File: config.mk
export PLATFORM = sky130hd
export DESIGN_NAME = tccr_regs
export DESIGN_NICKNAME = d
export VERILOG_FILES = /design/src/tccr_pkg.sv /design/src/tccr_regs.sv /design/src/tccr_sync.sv /design/src/tccr_affine.sv
export SDC_FILE = /design/constraint.sdc
export NUM_CORES = 2
export LEC_CHECK = 0
export BUFFER_PORTS_ARGS = -buffer_cell sky130_fd_sc_hd__buf_2
export CELL_PAD_IN_SITES_DETAIL_PLACEMENT = 0
export CELL_PAD_IN_SITES_GLOBAL_PLACEMENT = 1
export CORE_MARGIN = 2
export CORE_UTILIZATION = 26
export DETAILED_ROUTE_END_ITERATION = 8
export GPL_ROUTABILITY_DRIVEN = 0
export PLACE_DENSITY_LB_ADDON = 0.1
export SLEW_MARGIN = 20
export SYNTH_ARGS = -nofsm -noshare
export SYNTH_HDL_FRONTEND = slang
export SYNTH_SLANG_ARGS = --single-unit
File: constraint.sdc
create_clock -name CLK -period 16.3 [get_ports CLK]
set_clock_uncertainty 0.1 [all_clocks]
set_input_delay 3.26 -clock CLK [delete_from_list [all_inputs] [get_ports CLK]]
set_output_delay 3.26 -clock CLK [all_outputs]
set_load 0.02 [all_outputs]
File: src/tccr_pkg.sv
// Package of offsets, field layouts, reset values and timing for the touch common register bank
package tccr_pkg;
    // ------------------------------------------------------------------
    // Register map, byte addresses
    // ------------------------------------------------------------------
    localparam logic [11:0] OFF_COEFF_A  = 12'h150;  // Coefficient A
    localparam logic [11:0] OFF_COEFF_B  = 12'h154;  // Coefficient B
    localparam logic [11:0] OFF_COEFF_C  = 12'h158;  // Coefficient C
    localparam logic [11:0] OFF_COEFF_D  = 12'h15C;  // Coefficient D
    localparam logic [11:0] OFF_COEFF_E  = 12'h160;  // Coefficient E
    localparam logic [11:0] OFF_COEFF_F  = 12'h164;  // Coefficient F
    localparam logic [11:0] OFF_SETUP    = 12'h168;  // Touch setup word
    localparam logic [11:0] OFF_CALC_IN  = 12'h170;  // Raw x,y test input
    localparam logic [11:0] OFF_CALC_OUT = 12'h174;  // Screen x,y result
    localparam int          ADDR_W       = 12;       // Address width
    localparam int          COEFF_NUM    = 6;        // Number of coefficients
    localparam int          WORD_SHIFT   = 2;        // Byte to word index shift

    // ------------------------------------------------------------------
    // Fixed-point layout of a coefficient
    // ------------------------------------------------------------------
    localparam int SIGN_BIT  = 31;  // Sign
    localparam int INT_MSB   = 30;  // Integer part top
    localparam int INT_LSB   = 16;  // Integer part bottom
    localparam int FRAC_BITS = 16;  // Fractional bits 15..0

    localparam logic [31:0] COEFF_ONE  = 32'h0001_0000;  // Plus one
    localparam logic [31:0] COEFF_ZERO = 32'h0000_0000;  // Plus zero

    // ------------------------------------------------------------------
    // Setup word fields
    // ------------------------------------------------------------------
    localparam int BIT_MODE_RES   = 15;  // Engine kind, read only
    localparam int BIT_HOST_MODE  = 14;  // Host mode select
    localparam int BIT_NO_SHORT   = 12;  // Ignore short-circuit guard
    localparam int BIT_LOW_POWER  = 11;  // Low-power enable
    localparam int ADDR_MSB       = 10;  // I2C address top
    localparam int ADDR_LSB       = 4;   // I2C address bottom
    localparam int BIT_NO_STARTUP = 2;   // Skip start-up wait
    localparam int SAMP_MSB       = 1;   // Sampling clocks top
    localparam int SAMP_LSB       = 0;   // Sampling clocks bottom
    // Writable bits of the setup word: 14, 12, 11, 10..4, 2, 1..0
    localparam logic [31:0] SETUP_WMASK = 32'h0000_5FF7;
    // Reset of the writable part, engine bit added at run time
    localparam logic [31:0] SETUP_RESET = 32'h0000_0381;

    // ------------------------------------------------------------------
    // Timing
    // ------------------------------------------------------------------
    localparam int CLK_MHZ       = 100;   // System clock rate
    localparam int STARTUP_MS    = 300;   // Capacitive module start-up wait
    localparam int STARTUP_CYCLES = STARTUP_MS * 1000 * CLK_MHZ;  // Microseconds times cycles per us
endpackage

File: src/tccr_regs.sv
// Register bank of the common touch settings and coordinate transform
`timescale 1ns/10ps
// Summary of operation
// - Settings act alike for either engine
// - Coefficients A-F at 0x150..0x164 in order
// - Coefficients: sign, 15-bit integer, 16-bit fraction
// - Coefficient E resets to plus one
// - Coefficient F resets to zero
// - A resets to one; B,C,D to zero
// - Setup bit 15 reports engine kind, read only
// - Setup bit 14 selects host mode
// - Setup bit 12 ignores resistive short guard
// - Setup bit 11 enables low-power mode
// - Setup bits 10..4 hold module I2C address
// - Setup bit 2 skips 300ms start-up wait
// - Setup bits 1..0 pick resistive sampling clocks
// - Reserved setup bits read zero, no effect
module tccr_regs #(
    parameter int COORD_W        = 16,                         // Coordinate width
    parameter int STARTUP_CYCLES = tccr_pkg::STARTUP_CYCLES    // Start-up wait length
) (
    input  wire logic                       CLK,             // System clock
    input  wire logic                       RESET_N,         // Async reset, active low
    input  wire logic [tccr_pkg::ADDR_W-1:0] ADDR,           // Register byte address
    input  wire logic [31:0]                WDATA,           // Write data
    input  wire logic                       WR,              // Write strobe
    input  wire logic                       RD,              // Read strobe
    output logic      [31:0]                RDATA,           // Read data, cycle after RD
    input  wire logic                       ENGINE_RES,      // Strap: 1 resistive, 0 capacitive
    input  wire logic [COORD_W-1:0]         RAW_X,           // Raw touch x from engine
    input  wire logic [COORD_W-1:0]         RAW_Y,           // Raw touch y from engine
    output logic      [COORD_W-1:0]         SCREEN_X,        // Transformed x
    output logic      [COORD_W-1:0]         SCREEN_Y,        // Transformed y
    output logic                            HOST_MODE,       // Host mode selected
    output logic                            RES_NO_SHORT,    // Resistive short guard off
    output logic                            CAP_LOW_POWER,   // Capacitive low-power mode
    output logic      [6:0]                 CAP_I2C_ADDR,    // Capacitive module address
    output logic                            CAP_READY,       // Capacitive start-up done
    output logic      [1:0]                 RES_SAMPLE_CLKS  // Resistive sampling clocks
);
    // ------------------------------------------------------------------
    // Declarations
    // ------------------------------------------------------------------
    localparam int CNT_W = $clog2(STARTUP_CYCLES + 1);         // Wait counter width
    localparam int ADDR_W_L = tccr_pkg::ADDR_W;                // Local address width

    logic                   rst_m;                // Reset release first stage
    logic                   rst_n;                // Synchronised reset
    logic                   engine_res;           // Synchronised engine strap
    logic                   engine_kind;          // Strap caught after release
    logic                   kind_taken;           // Strap has been caught
    logic [31:0]            coeff [tccr_pkg::COEFF_NUM]; // Coefficients A..F
    logic [31:0]            setup;                // Writable setup bits
    logic [31:0]            next_rdata;           // Read mux result
    logic [ADDR_W_L-1:0]    idx;                  // Coefficient index
    logic                   in_coeff;             // Address hits a coefficient
    logic [COORD_W-1:0]     calc_x;               // Software test raw x
    logic [COORD_W-1:0]     calc_y;               // Software test raw y
    logic                   calc_sel;             // Use software input
    logic [COORD_W-1:0]     row_x;                // Transform row x
    logic [COORD_W-1:0]     row_y;                // Transform row y
    logic [CNT_W-1:0]       wait_cnt;             // Start-up counter

    initial begin
        if (COORD_W < 2 || COORD_W > 16) $error("tccr_regs: COORD_W out of range");
        if (STARTUP_CYCLES < 1) $error("tccr_regs: STARTUP_CYCLES must be positive");
    end

    // ------------------------------------------------------------------
    // Reset release
    // ------------------------------------------------------------------
    // Async assert, sync release of the internal reset
    always_ff @(posedge CLK or negedge RESET_N) begin
        if (!RESET_N) begin
            rst_m <= 1'b0;
            rst_n <= 1'b0;
        end else begin
            rst_m <= 1'b1;
            rst_n <= rst_m;
        end
    end

    // Engine strap crosses in through two flops
    tccr_sync u_sync_kind (
        .clk     (CLK),
        .reset_n (RESET_N),
        .d       (ENGINE_RES),
        .q       (engine_res)
    );

    // Catch the engine kind once after release, then hold it
    always_ff @(posedge CLK or negedge rst_n) begin
        if (!rst_n) begin
            engine_kind <= 1'b0;
            kind_taken  <= 1'b0;
        end else if (!kind_taken) begin
            engine_kind <= engine_res;
            kind_taken  <= 1'b1;
        end
    end

    // ------------------------------------------------------------------
    // Address decode
    // ------------------------------------------------------------------
    // Word index from the coefficient base
    always_comb begin
        idx      = (ADDR - tccr_pkg::OFF_COEFF_A) >> tccr_pkg::WORD_SHIFT;
        in_coeff = (ADDR >= tccr_pkg::OFF_COEFF_A) && (ADDR <= tccr_pkg::OFF_COEFF_F)
                   && (ADDR[1:0] == 2'b00);
    end

    // ------------------------------------------------------------------
    // Coefficient registers
    // ------------------------------------------------------------------
    // All 32 bits writable; A and E reset to one
    always_ff @(posedge CLK or negedge rst_n) begin
        if (!rst_n) begin
            coeff[0] <= tccr_pkg::COEFF_ONE;
            coeff[1] <= tccr_pkg::COEFF_ZERO;
            coeff[2] <= tccr_pkg::COEFF_ZERO;
            coeff[3] <= tccr_pkg::COEFF_ZERO;
            coeff[4] <= tccr_pkg::COEFF_ONE;
            coeff[5] <= tccr_pkg::COEFF_ZERO;
        end else if (WR && in_coeff) begin
            coeff[idx[2:0]] <= WDATA;
        end
    end

    // ------------------------------------------------------------------
    // Setup register
    // ------------------------------------------------------------------
    // Only writable fields kept; reserved and read-only bits drop
    always_ff @(posedge CLK or negedge rst_n) begin
        if (!rst_n) begin
            setup <= tccr_pkg::SETUP_RESET;
        end else if (WR && ADDR == tccr_pkg::OFF_SETUP) begin
            setup <= WDATA & tccr_pkg::SETUP_WMASK;
        end
    end

    // Software test input for the transform
    always_ff @(posedge CLK or negedge rst_n) begin
        if (!rst_n) begin
            calc_x   <= '0;
            calc_y   <= '0;
            calc_sel <= 1'b0;
        end else if (WR && ADDR == tccr_pkg::OFF_CALC_IN) begin
            calc_x   <= WDATA[COORD_W-1:0];
            calc_y   <= WDATA[16 +: COORD_W];
            calc_sel <= 1'b1;
        end
    end

    // ------------------------------------------------------------------
    // Read path
    // ------------------------------------------------------------------
    // Mux of readable words; unmapped reads zero
    always_comb begin
        next_rdata = 32'h0000_0000;
        if (in_coeff) begin
            next_rdata = coeff[idx[2:0]];
        end else if (ADDR == tccr_pkg::OFF_SETUP) begin
            next_rdata = setup;
            next_rdata[tccr_pkg::BIT_MODE_RES] = engine_kind;
        end else if (ADDR == tccr_pkg::OFF_CALC_OUT) begin
            next_rdata[COORD_W-1:0]  = row_x;
            next_rdata[16 +: COORD_W] = row_y;
        end
    end

    // Data stand only in the cycle after the strobe
    always_ff @(posedge CLK or negedge rst_n) begin
        if (!rst_n) begin
            RDATA <= 32'h0000_0000;
        end else if (RD) begin
            RDATA <= next_rdata;
        end else begin
            RDATA <= 32'h0000_0000;
        end
    end

    // ------------------------------------------------------------------
    // Engine controls, same for either engine kind
    // ------------------------------------------------------------------
    // Fields fanned out to both engines from flops
    always_ff @(posedge CLK or negedge rst_n) begin
        if (!rst_n) begin
            HOST_MODE       <= 1'b0;
            RES_NO_SHORT    <= 1'b0;
            CAP_LOW_POWER   <= 1'b0;
            CAP_I2C_ADDR    <= 7'h00;
            RES_SAMPLE_CLKS <= 2'h0;
        end else begin
            HOST_MODE       <= setup[tccr_pkg::BIT_HOST_MODE];
            RES_NO_SHORT    <= setup[tccr_pkg::BIT_NO_SHORT];
            CAP_LOW_POWER   <= setup[tccr_pkg::BIT_LOW_POWER];
            CAP_I2C_ADDR    <= setup[tccr_pkg::ADDR_MSB:tccr_pkg::ADDR_LSB];
            RES_SAMPLE_CLKS <= setup[tccr_pkg::SAMP_MSB:tccr_pkg::SAMP_LSB];
        end
    end

    // ------------------------------------------------------------------
    // Capacitive start-up wait
    // ------------------------------------------------------------------
    // Count out the wait unless suppressed
    always_ff @(posedge CLK or negedge rst_n) begin
        if (!rst_n) begin
            wait_cnt  <= '0;
            CAP_READY <= 1'b0;
        end else if (setup[tccr_pkg::BIT_NO_STARTUP]) begin
            CAP_READY <= 1'b1;
        end else if (wait_cnt == CNT_W'(STARTUP_CYCLES - 1)) begin
            CAP_READY <= 1'b1;
        end else begin
            wait_cnt  <= wait_cnt + CNT_W'(1);
        end
    end

    // ------------------------------------------------------------------
    // Affine transform
    // ------------------------------------------------------------------
    // Screen x from A, B, C
    tccr_affine #(.IN_W(COORD_W)) u_row_x (
        .clk     (CLK),
        .reset_n (rst_n),
        .x       (calc_sel ? calc_x : RAW_X),
        .y       (calc_sel ? calc_y : RAW_Y),
        .k0      (coeff[0]),
        .k1      (coeff[1]),
        .k2      (coeff[2]),
        .q       (row_x)
    );

    // Screen y from D, E, F
    tccr_affine #(.IN_W(COORD_W)) u_row_y (
        .clk     (CLK),
        .reset_n (rst_n),
        .x       (calc_sel ? calc_x : RAW_X),
        .y       (calc_sel ? calc_y : RAW_Y),
        .k0      (coeff[3]),
        .k1      (coeff[4]),
        .k2      (coeff[5]),
        .q       (row_y)
    );

    // Registered screen outputs
    always_ff @(posedge CLK or negedge rst_n) begin
        if (!rst_n) begin
            SCREEN_X <= '0;
            SCREEN_Y <= '0;
        end else begin
            SCREEN_X <= row_x;
            SCREEN_Y <= row_y;
        end
    end
endmodule // tccr_regs

File: src/tccr_sync.sv
// Two-flop synchroniser for a level from outside the clock domain
`timescale 1ns/10ps
module tccr_sync (
    input  wire logic clk,       // Clock
    input  wire logic reset_n,   // Async reset, active low
    input  wire logic d,         // Asynchronous level
    output logic      q          // Synchronised level
);
    logic meta;                  // First stage, read only by q

    // Two stages, cleared on reset
    always_ff @(posedge clk or negedge reset_n) begin
        if (!reset_n) begin
            meta <= 1'b0;
            q    <= 1'b0;
        end else begin
            meta <= d;
            q    <= meta;
        end
    end
endmodule // tccr_sync

File: src/tccr_affine.sv
// One row of the affine transform: out = k0*x + k1*y + k2 in fixed point
`timescale 1ns/10ps
module tccr_affine #(
    parameter int IN_W = 16      // Width of signed raw coordinate
) (
    input  wire logic              clk,     // Clock
    input  wire logic              reset_n, // Synchronised reset, active low
    input  wire logic signed [IN_W-1:0] x,  // Raw x
    input  wire logic signed [IN_W-1:0] y,  // Raw y
    input  wire logic signed [31:0] k0,     // Weight on x
    input  wire logic signed [31:0] k1,     // Weight on y
    input  wire logic signed [31:0] k2,     // Offset
    output logic signed [IN_W-1:0] q        // Screen coordinate
);
    localparam int PW = 32 + IN_W + 2;      // Product and sum width
    logic signed [PW-1:0] sum;              // Full precision sum

    initial begin
        if (IN_W < 2 || IN_W > 32) $error("tccr_affine: IN_W out of range");
    end

    // Combined weighted sum at full width
    always_comb begin
        sum = PW'(k0 * x) + PW'(k1 * y) + PW'(k2);
    end

    // Drop the sixteen fraction bits, keep the low coordinate bits
    always_ff @(posedge clk or negedge reset_n) begin
        if (!reset_n) begin
            q <= '0;
        end else begin
            q <= sum[tccr_pkg::FRAC_BITS +: IN_W];
        end
    end
endmodule // tccr_affine

==> run summary <==
The final cycle utilization of the critical path is 71.5%. The post-placement cell area was 66,600 um2; the number of nets in the finished design was 8,049. The transition time at the pin with the least slew margin came out at 1140 ps.

Dividing the detail-routed wire length by the instance count gives 24.5 um. The overall die width was 492 um; the share of cells above drive strength 1 was 10.6%. The number of antenna violations at the first check in global routing came out at 26.

In the synthesized netlist the async set-or-reset flop fraction comes to 100%. Clock root buffer: clkbuf_16. The longest clock path from root to sink contains 3 buffers. The worst setup path is captured at a flip-flop.

Ranked by instance count, the synthesized netlist is headed by inv_1 (1,488), fa_1 (1,388), nand2_1 (1,101). The top cell type by area accounts for 44.8% of the synthesized area. The logs give 52 for the number of CTS-inserted buffers and 72 for the largest net degree at the start of global routing. Synthesis handed over a netlist of 6,317 instances.

The critical path starts at RAW_X[0]. The run gives 26.1% as the effective utilization at floorplan. After Yosys synthesis, XOR and XNOR cells account for 2.54% of the synthesized area. The worst register-to-register path ends at u_row_y.q[15]$_DFF_PN0_. Summing over every cut layer, the via total after detailed routing is 41,700.

Overall power consumption after layout is estimated at 3.27 mW. The post-layout utilization of the core is 28.8%, and the leakage power of the design is 33.3 nW. The finished cells cover 68,500 um2. Measured against the total synthesized area, the mux share comes to 5.52%. Global routing consumed, over all layers together, 19.8% of the routing resources.

The run finished with clean final reports. The number of antenna-violating nets in the routed design was 0. Counting cells, the worst reg-to-reg path comes to 27. The die covers 243,000 um2.

Data arrives at the worst endpoint at 12,090 ps. Summing the areas of all and, or, nand and nor instances in the mapped netlist gives 13.5% of the synthesized area. The worst-case IR drop observed on VDD is 74.5 uV.

The number of setup buffers added after CTS is 0. The synthesized area per cell was 9.82 um2. The routed design has 234 mm of wire. The run gives 0 ps as the setup TNS after final layout. In this run the worst path has a maximum fanout of 41. The clock-pin transition on the worst setup and hold timing paths was 60 ps.

The worst min-delay path category is reg -> async. Across all hold checks on the routed design, the worst slack comes to 138 ps. Internal power comes to 2.07 mW.

The first TritonRoute pass finished after 5 iterations. The proportion of total power due to net switching is 36.6%, and the max-cap violation count is 0. The critical path is of the in -> reg type. Timing would allow up to 85.8 MHz.

The worst register-to-register path begins at calc_sel$_DFFE_PN0P_. The time the final worst path needs with I/O delays and setup is 11,660 ps. The fraction of the mapped netlist area in compound gates works out to 2.11%.

Largest area contributor in the synthesized netlist: fa_1. After synthesis, the cell types taking the most area are fa_1 (45%), dfrtp_1 (15%), inv_1 (9.0%). Counting flops with a built-in enable in the synthesized netlist gives 0. The mapped netlist covers 62,000 um2. Setup repair after global routing left no endpoint under its margin. The count of hold-fix buffers inserted at cts is 0, and the post-CTS resize count is 0. Combinational family with the most area after synthesis: adder cells. The first global-routing pass estimated 345 mm of wire.

For the row count, the log shows 179. The relative area change from synthesis to final layout came out at 10.4%. Using the TritonRoute via totals, the vias-per-cell ratio works out to 4.37.

The logs give 47,300 for the via count of the first global-routing pass and 690 ps for the latest clock arrival within the worst-skew pair. The data required time of the worst path is 16,730 ps. In the synthesized netlist the dominant register cell turns out to be dfrtp_1. For this design the total switching power over the nets is 1.20 mW.

The floorplan step defined a core boundary enclosing 238,000 um2. After detailed routing, the number of remaining DRC violations is 0. For this block, the initial DRC count from the detailed router was 2,477. The relative slew slack was 24.2%. Synthesis inferred 378 register bits. Setup violations remaining at the end of the flow were counted as 0.

The count of buffers added on input and output ports is 157. The number of pins with negative max-slew slack in the final report is 0. The die is 492 um tall. For this design the ratio of total power to cell area is 47.8 nW/um2.

The logs give 38.9% for the portion of total power attributed to the clock network and 2 for the number of H-tree levels. The count of final hold-check violations was 0. For this design, the sink count on the clock tree is 378. Yosys printed 0 warnings. Total overflow reported by the global router: 0. Per report_power, the combinational group accounts for 26.6% of the total. The share of total power dissipated in sequential elements is 34.6%. Cell with the most instances after synthesis: inv_1.

After synthesis, the netlist uses 58 different library cells. The worst register-to-register path has a setup slack of 6040 ps. For the sum of net half-perimeters after detailed placement, the log shows 184 mm.

Sequential area share after synthesis: 15.3%. The kind of start point of the critical path was an input port. The boundary pin count came out at 158.

After Yosys synthesis, full adders, half adders and majority gates account for 50.0% of the synthesized area. TritonCTS built the clock tree.
-- final cells by class --
class,instances,area [um2]
clock buffers,69,1440
well taps,3167,3960
clock inverters,27,409
multi-input cells,4116,45800
inverters,1488,5590
fillers,25000,169000
repair buffers,287,1800
flip-flops and latches,378,9470
diodes,10,25.0
-- layer usage --
layer	part of all wire, %	routed length [um]	global-route usage [%]
met3	3.9	9170	1.93
met1	45	106000	27.6
met2	47	111000	32.7
met5	0.0077	18	0
met4	3.2	7450	5.42
-- power by group through the flow --
stage	Clock [mW]	Combinational, mW	Sequential (mW)
after floorplan	0	0.481	1.15
after global placement	0	0.890	1.15
after detailed placement	0	0.891	1.15
after CTS	1.32	0.893	1.14
after global routing	1.35	0.973	1.14
final	1.27	0.870	1.13
-- how the worst max path moves through the flow --
stage / endpoint / slack (ps)
2_1_floorplan: CAP_I2C_ADDR[0]$_DFF_PN0_ / 4960
6_report: u_row_y.q[15]$_DFF_PN0_ / 4640
5_1_grt: u_row_y.q[15]$_DFF_PN0_ / 4280
4_1_cts: u_row_y.q[15]$_DFF_PN0_ / 4690
3_5_place_dp: u_row_y.q[15]$_DFF_PN0_ / 3960
3_3_place_gp: u_row_y.q[15]$_DFF_PN0_ / 4020
-- cell families (layout without fill, tap and decap cells) --
| group | count (synthesis) | count (layout) |
|---|---|---|
| xor gates and xnor gates | 180 | 180 |
| and+or+nand+nor | 1808 | 1808 |
| other | 1 | 12 |
| muxes | 276 | 276 |
| adders and majority gates | 1645 | 1645 |
| AOI/OAI and AO/OA | 205 | 205 |
| DFF | 378 | 378 |
| buffers and inverters | 1824 | 1871 |
-- metrics by stage --
stage                     setup slack, ps  instances
after floorplan                      4960       6318
after global placement               4020       9436
after detailed placement             3960       9436
after CTS                            4690       9532
after global routing                 4280       9533
final                                4640       9542
-- worst max-delay path, stage by stage --
cell and delay (ps):
buf_2 110, mux2_2 570, buf_4 620, nand2_1 170, fa_1 530, fa_1 560
inv_1 50, fa_1 490, inv_1 60, fa_1 500, fa_1 510, inv_1 50
fa_1 420, inv_1 80, fa_1 430, fa_1 490, inv_1 40, ha_1 280
a21oi_1 60, o21ai_0 180, a211oi_1 110, o41ai_2 760, nand2_1 200, a21oi_1 750
a41oi_1 350, o21ai_0 300, xnor2_1 90
-- state kept, by name, summed over array words and instances (netlist names), 2 cells and up --
register         count
u_row_x.q           16
calc_y              16
setup               13
coeff              192
SCREEN_Y            16
calc_x              16
u_row_y.q           16
wait_cnt            25
CAP_I2C_ADDR         7
RDATA               32
RES_SAMPLE_CLKS      2
SCREEN_X            16
-- cells in the final DEF (no fill, tap or decap), types with 128 or more instances in the layout --
| master | Yosys | layout |
|---|---|---|
| xnor2_1 | 142 | 142 |
| ha_1 | 257 | 257 |
| inv_1 | 1488 | 1488 |
| buf_2 | 4 | 156 |
| buf_4 | 2 | 128 |
| dfrtp_1 | 372 | 369 |
| fa_1 | 1388 | 1388 |
| mux2_2 | 209 | 209 |
| nand2_1 | 1101 | 1101 |
| and2_1 | 520 | 520 |
Power figures use the tool's default switching activity.
